--- src/core/sdcad_map.vh ---
`ifndef SDCAD_MAP_VH
`define SDCAD_MAP_VH

// Command codes on {ras_n, cas_n, we_n} with chip select low
`define SDCAD_CMD_ACT 3'h3
`define SDCAD_CMD_PRE 3'h2
`define SDCAD_CMD_RD 3'h5
`define SDCAD_CMD_WR 3'h4
`define SDCAD_CMD_MRS 3'h0
`define SDCAD_CMD_REF 3'h1
`define SDCAD_CMD_BST 3'h6
`define SDCAD_CMD_NOP 3'h7

// Address field layout
`define SDCAD_ROW_W 12
`define SDCAD_COL_W 8
`define SDCAD_AP_BIT 10
`define SDCAD_MODE_W 14
`define SDCAD_LOC_W 20

// Byte mask to output buffer latency, in clocks
`define SDCAD_MASK_LAT 2

// Defaults for values set outside this block
`define SDCAD_DEF_CAS_LAT 2
`define SDCAD_DEF_BURST 1
`define SDCAD_FIFO_DEPTH 4

// Reset values
`define SDCAD_RST_MODE 14'h0000
`define SDCAD_RST_BANKS 4'h0

`endif

--- src/core/sdcad_fifo.v ---
`timescale 1ns/1ns
`include "sdcad_map.vh"

// Small synchronous FIFO; flags are registered so ports come from flops
module sdcad_fifo #(
  parameter WIDTH = 16,
  parameter DEPTH = `SDCAD_FIFO_DEPTH,
  parameter AW = 2
) (
  input wire mclk,
  input wire reset,
  input wire [WIDTH-1:0] in_data,
  input wire in_valid,
  output reg in_ready,
  output wire [WIDTH-1:0] out_data,
  output reg out_valid,
  input wire out_ready
);

  reg [WIDTH-1:0] mem [0:DEPTH-1];
  reg [AW-1:0] wr_ptr_r;
  reg [AW-1:0] rd_ptr_r;
  reg [AW:0] count_r;
  wire push;
  wire pop;
  wire [AW:0] count_nxt;

  assign push = in_valid && in_ready;
  assign pop = out_valid && out_ready;
  assign count_nxt = count_r + {{AW{1'b0}}, push} - {{AW{1'b0}}, pop};
  assign out_data = mem[rd_ptr_r];

  // Storage has no reset; only pointers and flags need a defined value
  always @(posedge mclk) begin
    if (push) begin
      mem[wr_ptr_r] <= in_data;
    end
  end

  // Pointers wrap naturally; DEPTH must be a power of two
  always @(posedge mclk or posedge reset) begin
    if (reset) begin
      wr_ptr_r <= {AW{1'b0}};
      rd_ptr_r <= {AW{1'b0}};
      count_r <= {(AW+1){1'b0}};
      in_ready <= 1'b1;
      out_valid <= 1'b0;
    end else begin
      if (push) begin
        wr_ptr_r <= wr_ptr_r + {{(AW-1){1'b0}}, 1'b1};
      end
      if (pop) begin
        rd_ptr_r <= rd_ptr_r + {{(AW-1){1'b0}}, 1'b1};
      end
      count_r <= count_nxt;
      in_ready <= (count_nxt != DEPTH[AW:0]);
      out_valid <= (count_nxt != {(AW+1){1'b0}});
    end
  end

endmodule // sdcad_fifo

--- src/core/sdcad_decode.v ---
// What this block does
// - An activate captures all twelve address bits as the row of the bank.
// - Read and write take column bits 0-7; bit 10 asks for auto precharge.
// - The bank row and the column together name one of about 1M locations.
// - A precharge with address bit 10 high precharges every bank.
// - A mode register set takes its operation code from the bank select and address inputs.
// - Commands decode only while chip select is low; high masks them all.
// - RAS, CAS and WE are sampled each rising edge and decoded together.
// - Chip select and RAS low, CAS and WE high, activate the bank.
// - Chip select, RAS and WE low with CAS high precharge the bank to idle.
// - RAS high with chip select and CAS low starts a column access.
// - Byte masks gate output buffers on reads and mask write data on writes.
// - The 16-bit data bus moves on rising edges both ways and is maskable.
// - A column access with WE high is a read, with WE low a write.
// - On reads the byte masks act on the outputs two clocks after sampling.
`timescale 1ns/1ns
`include "sdcad_map.vh"

module sdcad_decode #(
  parameter CAS_LAT = `SDCAD_DEF_CAS_LAT,
  parameter BURST_LEN = `SDCAD_DEF_BURST,
  parameter FIFO_DEPTH = `SDCAD_FIFO_DEPTH
) (
  input wire mclk,
  input wire reset,
  input wire chip_select_n,
  input wire ras_n,
  input wire cas_n,
  input wire we_n,
  input wire bank_select_low_bit,
  input wire bank_select_high_bit,
  input wire [11:0] addr,
  input wire lower_byte_mask,
  input wire upper_byte_mask,
  input wire [15:0] dq_in,
  output reg [15:0] dq_out,
  output reg [15:0] dq_oe_n,
  output reg act_pulse,
  output reg pre_pulse,
  output reg pre_all_pulse,
  output reg rd_pulse,
  output reg wr_pulse,
  output reg mrs_pulse,
  output reg cmd_error,
  output reg [1:0] cmd_bank,
  output reg [3:0] bank_active,
  output reg [13:0] mode_code,
  output reg access_valid,
  output reg access_write,
  output reg [1:0] access_bank,
  output reg [19:0] access_loc,
  output reg [15:0] wr_data,
  output reg [1:0] wr_byte_en,
  input wire [15:0] rd_data,
  input wire rd_data_valid,
  output wire rd_data_ready
);

  // Pin decode, combinational from the sampled pins
  wire cs_on;
  wire [2:0] cmd_code;
  wire [1:0] bank_sel;
  wire is_act;
  wire is_pre;
  wire is_rd;
  wire is_wr;
  wire is_mrs;
  wire is_bst;
  wire ap_bit;

  assign cs_on = ~chip_select_n;
  assign cmd_code = {ras_n, cas_n, we_n};
  assign bank_sel = {bank_select_high_bit, bank_select_low_bit};
  // Bit 10 doubles as auto precharge and precharge-all select
  assign ap_bit = addr[`SDCAD_AP_BIT];
  assign is_act = cs_on && (cmd_code == `SDCAD_CMD_ACT);
  assign is_pre = cs_on && (cmd_code == `SDCAD_CMD_PRE);
  assign is_rd = cs_on && (cmd_code == `SDCAD_CMD_RD);
  assign is_wr = cs_on && (cmd_code == `SDCAD_CMD_WR);
  assign is_mrs = cs_on && (cmd_code == `SDCAD_CMD_MRS);
  // Refresh and no-op match nothing here and are ignored
  assign is_bst = cs_on && (cmd_code == `SDCAD_CMD_BST);

  // Open row per bank
  reg [`SDCAD_ROW_W-1:0] row_r [0:3];
  wire [3:0] act_hit;
  wire [3:0] pre_hit;

  // Burst engine state
  localparam BS_IDLE = 2'h0;
  localparam BS_READ = 2'h1;
  localparam BS_WRITE = 2'h2;

  reg [1:0] bstate_r;
  reg [1:0] bstate_nxt;
  reg [7:0] beat_cnt_r;
  reg [7:0] beat_cnt_nxt;
  reg [`SDCAD_COL_W-1:0] col_r;
  reg [`SDCAD_COL_W-1:0] col_nxt;
  reg [1:0] bbank_r;
  reg [1:0] bbank_nxt;
  reg ap_r;
  reg ap_nxt;
  reg beat_now;
  reg beat_write;
  reg [`SDCAD_COL_W-1:0] beat_col;
  reg [1:0] beat_bank;
  reg ap_close;
  reg [1:0] ap_bank;

  // Read data return path
  wire [15:0] fifo_data;
  wire fifo_valid;
  reg [CAS_LAT-1:0] slot_r;
  wire [CAS_LAT:0] slot_shift;
  reg [`SDCAD_MASK_LAT-1:0] lmask_d_r;
  reg [`SDCAD_MASK_LAT-1:0] umask_d_r;
  wire out_slot;
  wire out_pop;
  wire lmask_late;
  wire umask_late;

  // Bank state flips, one generate lane per bank
  genvar g;
  generate
    for (g = 0; g < 4; g = g + 1) begin : g_bank
      assign act_hit[g] = is_act && (bank_sel == g);
      // Precharge all ignores the bank bits
      assign pre_hit[g] = is_pre && (ap_bit || bank_sel == g);

      always @(posedge mclk or posedge reset) begin
        if (reset) begin
          row_r[g] <= {`SDCAD_ROW_W{1'b0}};
        end else if (act_hit[g]) begin
          row_r[g] <= addr;
        end
      end

      // Activate sets, any precharge or auto precharge clears
      always @(posedge mclk or posedge reset) begin
        if (reset) begin
          bank_active[g] <= 1'b0;
        end else if (act_hit[g]) begin
          bank_active[g] <= 1'b1;
        end else if (pre_hit[g] || (ap_close && ap_bank == g)) begin
          bank_active[g] <= 1'b0;
        end
      end
    end
  endgenerate

  // Burst sequencing; a new column command restarts the burst
  always @* begin
    bstate_nxt = bstate_r;
    beat_cnt_nxt = beat_cnt_r;
    col_nxt = col_r;
    bbank_nxt = bbank_r;
    ap_nxt = ap_r;
    beat_now = 1'b0;
    beat_write = 1'b0;
    beat_col = col_r;
    beat_bank = bbank_r;
    ap_close = 1'b0;
    ap_bank = bbank_r;
    if (is_rd || is_wr) begin
      // First beat is issued on the command edge itself
      beat_now = 1'b1;
      beat_write = is_wr;
      beat_col = addr[`SDCAD_COL_W-1:0];
      beat_bank = bank_sel;
      // An open burst with auto precharge closes its bank when cut short
      ap_close = (bstate_r != BS_IDLE) && ap_r;
      col_nxt = addr[`SDCAD_COL_W-1:0] + 8'h01;
      bbank_nxt = bank_sel;
      ap_nxt = ap_bit;
      beat_cnt_nxt = BURST_LEN[7:0] - 8'h01;
      if (BURST_LEN == 1) begin
        bstate_nxt = BS_IDLE;
        if (ap_bit) begin
          ap_close = 1'b1;
          ap_bank = bank_sel;
        end
      end else if (is_wr) begin
        bstate_nxt = BS_WRITE;
      end else begin
        bstate_nxt = BS_READ;
      end
    end else begin
      case (bstate_r)
        BS_IDLE: begin
          bstate_nxt = BS_IDLE;
        end
        BS_READ, BS_WRITE: begin
          if (is_bst || (is_pre && pre_hit[bbank_r])) begin
            // Burst stop or precharge of this bank ends the burst
            bstate_nxt = BS_IDLE;
          end else begin
            beat_now = 1'b1;
            beat_write = (bstate_r == BS_WRITE);
            col_nxt = col_r + 8'h01; // Linear wrap inside the page
            beat_cnt_nxt = beat_cnt_r - 8'h01;
            if (beat_cnt_r == 8'h01) begin
              bstate_nxt = BS_IDLE;
              ap_close = ap_r;
            end
          end
        end
        default: begin
          bstate_nxt = BS_IDLE;
        end
      endcase
    end
  end

  always @(posedge mclk or posedge reset) begin
    if (reset) begin
      bstate_r <= BS_IDLE;
      beat_cnt_r <= 8'h00;
      col_r <= {`SDCAD_COL_W{1'b0}};
      bbank_r <= 2'h0;
      ap_r <= 1'b0;
    end else begin
      bstate_r <= bstate_nxt;
      beat_cnt_r <= beat_cnt_nxt;
      col_r <= col_nxt;
      bbank_r <= bbank_nxt;
      ap_r <= ap_nxt;
    end
  end

  // Registered command reports and mode register
  always @(posedge mclk or posedge reset) begin
    if (reset) begin
      act_pulse <= 1'b0;
      pre_pulse <= 1'b0;
      pre_all_pulse <= 1'b0;
      rd_pulse <= 1'b0;
      wr_pulse <= 1'b0;
      mrs_pulse <= 1'b0;
      cmd_error <= 1'b0;
      cmd_bank <= 2'h0;
      mode_code <= `SDCAD_RST_MODE;
    end else begin
      act_pulse <= is_act;
      pre_pulse <= is_pre && !ap_bit;
      pre_all_pulse <= is_pre && ap_bit;
      rd_pulse <= is_rd;
      wr_pulse <= is_wr;
      mrs_pulse <= is_mrs;
      // Flags misuse: reopening an open bank, accessing an idle one, or a mode set while any bank is open
      // The command still runs; the flag only reports it
      cmd_error <= (is_act && bank_active[bank_sel]) ||
                   ((is_rd || is_wr) && !bank_active[bank_sel]) ||
                   (is_mrs && (bank_active != `SDCAD_RST_BANKS));
      if (is_act || is_pre || is_rd || is_wr) begin
        cmd_bank <= bank_sel;
      end
      if (is_mrs) begin
        mode_code <= {bank_sel, addr};
      end
    end
  end

  // Array access per beat; write data sampled on the beat edge
  always @(posedge mclk or posedge reset) begin
    if (reset) begin
      access_valid <= 1'b0;
      access_write <= 1'b0;
      access_bank <= 2'h0;
      access_loc <= {`SDCAD_LOC_W{1'b0}};
      wr_data <= 16'h0000;
      wr_byte_en <= 2'h0;
    end else begin
      access_valid <= beat_now;
      if (beat_now) begin
        access_write <= beat_write;
        access_bank <= beat_bank;
        access_loc <= {row_r[beat_bank], beat_col};
        wr_data <= beat_write ? dq_in : 16'h0000;
        // A high mask drops that byte from the write
        wr_byte_en <= beat_write ?
                      {~upper_byte_mask, ~lower_byte_mask} : 2'h0;
      end
    end
  end

  // Output slots run CAS_LAT clocks behind each read beat
  always @(posedge mclk or posedge reset) begin
    if (reset) begin
      slot_r <= {CAS_LAT{1'b0}};
      lmask_d_r <= {`SDCAD_MASK_LAT{1'b0}};
      umask_d_r <= {`SDCAD_MASK_LAT{1'b0}};
    end else begin
      slot_r <= slot_shift[CAS_LAT-1:0];
      // Masks are delayed so they gate the bus two clocks later
      lmask_d_r <= {lmask_d_r[0], lower_byte_mask};
      umask_d_r <= {umask_d_r[0], upper_byte_mask};
    end
  end

  // Stage zero is the read beat itself; the top tap is the output slot
  assign slot_shift = {slot_r, beat_now && !beat_write};
  assign out_slot = slot_shift[CAS_LAT];
  // Mask taps do not follow CAS_LAT: the mask latency is fixed
  assign lmask_late = lmask_d_r[`SDCAD_MASK_LAT-1];
  assign umask_late = umask_d_r[`SDCAD_MASK_LAT-1];
  // Data is consumed even if masked, keeping the burst in step
  assign out_pop = out_slot && fifo_valid;

  // Read words from the array queue here; an idle bus stalls the array
  sdcad_fifo #(
    .WIDTH(16),
    .DEPTH(FIFO_DEPTH),
    .AW(2)
  ) u_rd_fifo (
    .mclk(mclk),
    .reset(reset),
    .in_data(rd_data),
    .in_valid(rd_data_valid),
    .in_ready(rd_data_ready),
    .out_data(fifo_data),
    .out_valid(fifo_valid),
    .out_ready(out_slot)
  );

  // Drive both byte lanes together, each with its own enable; enables are active low
  always @(posedge mclk or posedge reset) begin
    if (reset) begin
      dq_out <= 16'h0000;
      dq_oe_n <= 16'hffff;
    end else begin
      if (out_pop) begin
        dq_out <= fifo_data;
      end
      dq_oe_n[7:0] <= {8{!(out_pop && !lmask_late)}};
      dq_oe_n[15:8] <= {8{!(out_pop && !umask_late)}};
    end
  end

endmodule // sdcad_decode

--- config.mk ---
export PLATFORM = sky130hd
export DESIGN_NAME = sdcad_decode
export DESIGN_NICKNAME = d
export VERILOG_FILES = /design/src/core/sdcad_fifo.v /design/src/core/sdcad_decode.v
export VERILOG_INCLUDE_DIRS = /design/src /design/src/core
export SDC_FILE = /design/constraint.sdc
export NUM_CORES = 1
export LEC_CHECK = 0
export BUFFER_PORTS_ARGS = -buffer_cell sky130_fd_sc_hd__clkbuf_2
export CAP_MARGIN = 20
export CORE_MARGIN = 2
export CORE_UTILIZATION = 35
export DETAILED_ROUTE_END_ITERATION = 16
export PLACE_DENSITY = 0.66
export REMOVE_ABC_BUFFERS = 1
export SYNTH_ARGS = -nofsm -noshare
export SYNTH_HDL_FRONTEND = slang
export SYNTH_SLANG_ARGS = --single-unit
--- constraint.sdc ---
create_clock -name mclk -period 5.4 [get_ports mclk]
set_input_delay 1.08 -clock mclk [delete_from_list [all_inputs] [get_ports mclk]]
set_output_delay 1.08 -clock mclk [all_outputs]
set_load 0.01 [all_outputs]
# Word level (Yosys, flattened, before mapping)
# Memory sizes are Yosys's and may differ from the RTL's. A register that Yosys moved wholly into a read port is not among the register bits.
# Index checks and enable logic that the tools add are counted.
# word_totals
regBits	162
ram_bits	64
output_inout_bits	102
elab_cells	178
memories	1
# classes
add_sub_neg	7
n_lt_le_gt_ge	3
eq_ne	17
mux	44
n_bitwise	4
reduce_logical	65
# mem_list
memory	words	width	read_ports	rd_ports_with_merged_regs	write_ports	line_no	text
u_rd_fifo.mem	4	16	1	1	1	sdcad_fifo.v:20	reg [WIDTH-1:0] mem [0:DEPTH-1];
# op_table
op	n
8-bit 2-to-1 mux	7
1-bit logical AND	30
12-bit binary-select mux with 2-bit select	1
12-bit 2-to-1 mux	2
1-bit 2-to-1 mux	23
8-bit by 1-bit adder with 8-bit output (second input constant)	2
16-bit 2-to-1 mux	1
2-bit 2-to-1 mux	8
1-bit logical OR	15
2-bit nonzero test	6
2-bit == test (second input constant)	5
3-bit == test (second input constant)	3
8-bit by 1-bit == test with 1-bit output (second input constant)	1
8-bit by 1-bit subtractor with 8-bit output (second input constant)	1
1-bit logical NOT	7
2-bit by 1-bit == test with 1-bit output (second input constant)	3
3-bit by 2-bit == test with 1-bit output (second input constant)	2
2-bit by 3-bit less-than comparator with 1-bit output (second input constant)	2
2-bit by 1-bit adder with 2-bit output (second input constant)	2
1-bit binary-select mux with 2-bit select	2
2-bit logical NOT	2
4-bit != test (second input constant)	1
4-bit nonzero test	1
3-bit by 1-bit adder with 3-bit output	1
other kinds (10)	12

# Depth between registers and ports, before layout
# depth
word_depth	14
depth_mapped	11
depth_no_buf	10

# By module
# A second synthesis with hierarchy kept.
# unflattened
cells_unflattened	554
area_unflattened_um2	8608.3
# modules_own_cells
module	instances	cells_each	area_per_inst_um2
sdcad_decode	1	433	5796.8
sdcad_fifo	1	121	2811.4

# Least setup slack after synthesis
# OpenSTA, ideal clock, no wires.
# synth_path
path_type	input -> register
start	input rd_data_valid
end	register u_rd_fifo.out_valid
setup_ns	0.131
arrival_ns	2.344
setup_slack_ns	2.924
path_stages	8
n_path_buf	0
cell_sequence	nand2_1 > inv_1 > ha_1 > inv_1 > fa_1 > xnor2_1 > xnor2_1 > or3_1
# synth_between
elab_chain_cells	4
# synth_rtl
element	line_no	text
start: declaration	sdcad_decode.v:55	input wire rd_data_valid,
1-bit logical AND	sdcad_fifo.v:28	assign push = in_valid && in_ready;
named net u_rd_fifo.push	sdcad_fifo.v:24	wire push;
3-bit by 1-bit adder with 3-bit output	sdcad_fifo.v:30	assign count_nxt = count_r + {{AW{1'b0}}, push} - {{AW{1'b0}}, pop};
3-bit by 1-bit subtractor with 3-bit output	sdcad_fifo.v:30	
named net u_rd_fifo.count_nxt[2]	sdcad_fifo.v:26	wire [AW:0] count_nxt;
3-bit nonzero test	sdcad_fifo.v:57	out_valid <= (count_nxt != {(AW+1){1'b0}});
end signal: assignment	sdcad_fifo.v:57	
end: declaration	sdcad_fifo.v:16	output reg out_valid,
# The timed path passes the listed nets, and every way through them passes these cells.
# A chain may end at the register's enable or synchronous reset.

# Worst setup path in the final report
# layout_path
start	register u_rd_fifo.out_valid
end	register u_rd_fifo.out_valid
# layout_between
elab_chain_cells	3
# layout_rtl
element	line_no	text
1-bit logical AND	--	
named net out_pop	sdcad_decode.v:119	wire out_pop;
3-bit by 1-bit subtractor with 3-bit output	sdcad_fifo.v:30	
named net u_rd_fifo.count_nxt[2]	sdcad_fifo.v:26	
3-bit nonzero test	sdcad_fifo.v:57	
# The timed path passes the listed nets, and every way through them passes these cells.

==> metrics <==
DRT Pass-1 Iters 4; Max Cap Violations 0; htree depth 1; # rows 57; die height 162 um; Yosys top cell area share 0.422; TritonCTS sink count 214; Hold Crit Depth 0; Net Switching 1.23 mW; most frequent cells in the layout clkbuf_2, dfrtp_1, nand2_1, edfxtp_1, mux2_2; Synth Area in Compound Gates 0.0128; first-pass GRT wire length between 20000 and 30000 um; asr flop ratio synth 0.701; Starting Density 0.357; cts hold-fix bufs 0; number of synthesized flops with an enable pin 64; Placed Area around 9600 um^2; Avg Cell Area, Syn 15.3 um^2; CP endpoint kind flip-flop; Reg2Reg Depth 10; layout cells sized above 1 0.445; DR WL/cell 16.9 um; Worst Setup Slack, final 2.55 ns; DRC viols 0; outcome completed; Clock Power Share 0.319; PortBufs between 150 and 200; CTS tree done; Tightest Hold Check Type reg2reg; CTS Root Cell clkbuf_16; Yosys reg bits 214; internal power 3.38 mW; PD cells between 400 and 500 nW/um^2; Setup violations, final 0; post-synthesis mux area share 0.186; die area ~26000 um^2; Worst VDD drop 0.222 mV; Cells after Synth 568; Gate power share 0.201; routability cong. 0.710; post-layout util 0.422; vias in the first global route a little over 5000; ANT nets after route 0; final WL 17500 um; worst slack, placed 2.37 ns; Critical Path Start Type flip-flop; register area share after synthesis 0.651; main flop type after synthesis dfrtp_1; vias per inst 4.74; sequential share of power 0.479; worst path required time around 5.8 ns; Ys Warns 0; CTS resizes 0; routed via count 4930; Power Total 4.61 mW; Final Hold Vio Count 0; Remaining Overflow, GRT 0; Die Wd 162 um; XOR/XNOR Fraction of Synth Area 0.00603; nets@finish 762; ANT cells 0; cell count after placement approximately 1000; Clock Latency Late Sink 0.49 ns; HPWL after DPL 11400 um; Rel. slew slack 0.397; GRT Total Usage 0.136; Post-Synth Simple-Gate Area 0.0876; most common cell after layout, fill and taps aside clkbuf_2; Setup CP Type reg2reg; Area Overhead vs Synth 18.2%; LEAKAGE 4.72 nW; WHS 0.350 ns; initial antenna violation count 0; pins over their slew limit 0; Final Skew 0.00705 ns; Netlist cell types 46; Least-Margin Pin Slew 0.903 ns; CTS clk-pin slew, worst paths ~0.06 ns; Net Sw Frac 0.267; Placeable Area 24400 um^2; Tmin final 2.85 ns; Fmax 351 MHz; Total Neg Setup Slack 0 ns; largest area contributor in the netlist dfrtp_1; synthesized area 8720 um^2; CTS Buffer Depth 3; largest family of logic cells by synthesized area multiplexers; postcts setup bufs 0; adder-cell share of the synthesized area 0.0109; Design Area, Final 10300 um^2; RSZ-0062 raised after global routing no; Synth area leaders dfrtp_1, edfxtp_1, mux2_2; Finished Layout Cells 1039; CP Max Fanout 20; fin crit share 0.528; CTS Buf Count 23; CP arrival 3.21 ns; Starting DRT DRC Count 232; largest net degree at the start of global routing 89; Ports 157
-- power groups by stage --
stage | Combinational [mW] | Clock (mW) | Sequential (mW)
3_5_place_dp | 0.947 | 0 | 2.24
5_1_grt | 1.03 | 1.58 | 2.25
4_1_cts | 0.950 | 1.51 | 2.21
2_1_floorplan | 0.520 | 0 | 2.29
3_3_place_gp | 0.925 | 0 | 2.23
6_report | 0.926 | 1.47 | 2.21
-- logic make-up (layout without fill, tap and decap cells) --
family | Yosys count | count (layout)
AOI/OAI and AO/OA | 15 | 15
xor gates and xnor gates | 6 | 6
adders and majority gates | 7 | 7
buffers and inverters | 65 | 212
DFF | 214 | 214
muxes | 109 | 109
and+or+nand+nor | 152 | 152
-- path summary, 6_finish.rpt --
kind,start,endpoint,slack (ns)
hold reg to reg,slot_r[0],slot_r[1],0.35
max in group asynchronous,reset,mode_code[6],3.87
setup / recovery,u_rd_fifo.out_valid,u_rd_fifo.out_valid,2.55
hold / removal,slot_r[0],slot_r[1],0.35
min in group asynchronous,reset,dq_out[8],0.65
setup reg to reg,u_rd_fifo.out_valid,u_rd_fifo.out_valid,2.55
-- per-layer routing --
| metal | GRT usage | routed length (um) | vias up |
|---|---|---|---|
| met1 | 0.192 | 8080 | 2504 |
| met4 | 0.0257 | 290 | 0 |
| met5 | 0 | 0 | - |
| li1 | - | - | 2250 |
| met3 | 0.0253 | 924 | 24 |
| met2 | 0.223 | 8220 | 152 |
-- state kept, by name (all words and copies together) (netlist names), 3 cells and up --
signal and flops:
row_r 48, dq_out 16, bank_active 4, mode_code 14, access_loc 20, u_rd_fifo.mem 64
u_rd_fifo.count_r 3, wr_data 16
-- critical path, stage by stage, from the launching register on --
cell and delay (ns):
dfrtp_1 0.37, nand2_1 0.66, inv_1 0.10, ha_1 0.31, inv_1 0.05, ha_1 0.13, inv_1 0.05, fa_1 0.40
xnor2_1 0.19, xnor2_1 0.13, or3_1 0.32
-- cell usage after synthesis, types with 2 or more instances --
master / n
and3_1: 4
clkbuf_1: 7
buf_4: 20
buf_2: 17
a31o_2: 3
nand2_1: 102
xnor2_1: 6
ha_1: 6
nand3_1: 3
inv_1: 12
o211ai_1: 2
or2_2: 2
nand2b_1: 2
and2_1: 2
nor3_1: 2
dfstp_2: 3
mux2_2: 62
o21ai_0: 4
o31ai_1: 2
buf_6: 7
mux2_4: 18
edfxtp_1: 64
nand3b_1: 17
dfrtp_1: 147
nor2_1: 5
mux4_2: 29
-- cell type report --
| cell class | count | area [um^2] |
|---|---|---|
| clock inverter | 8 | 65.1 |
| clock buffer | 32 | 639 |
| sequential | 214 | 5680 |
| tap | 324 | 405 |
| multi-input combinational | 289 | 2640 |
| fill | 2248 | 14100 |
| inverter | 13 | 53.8 |
| timing repair buffer | 159 | 816 |
Power figures use the tool's default switching activity.
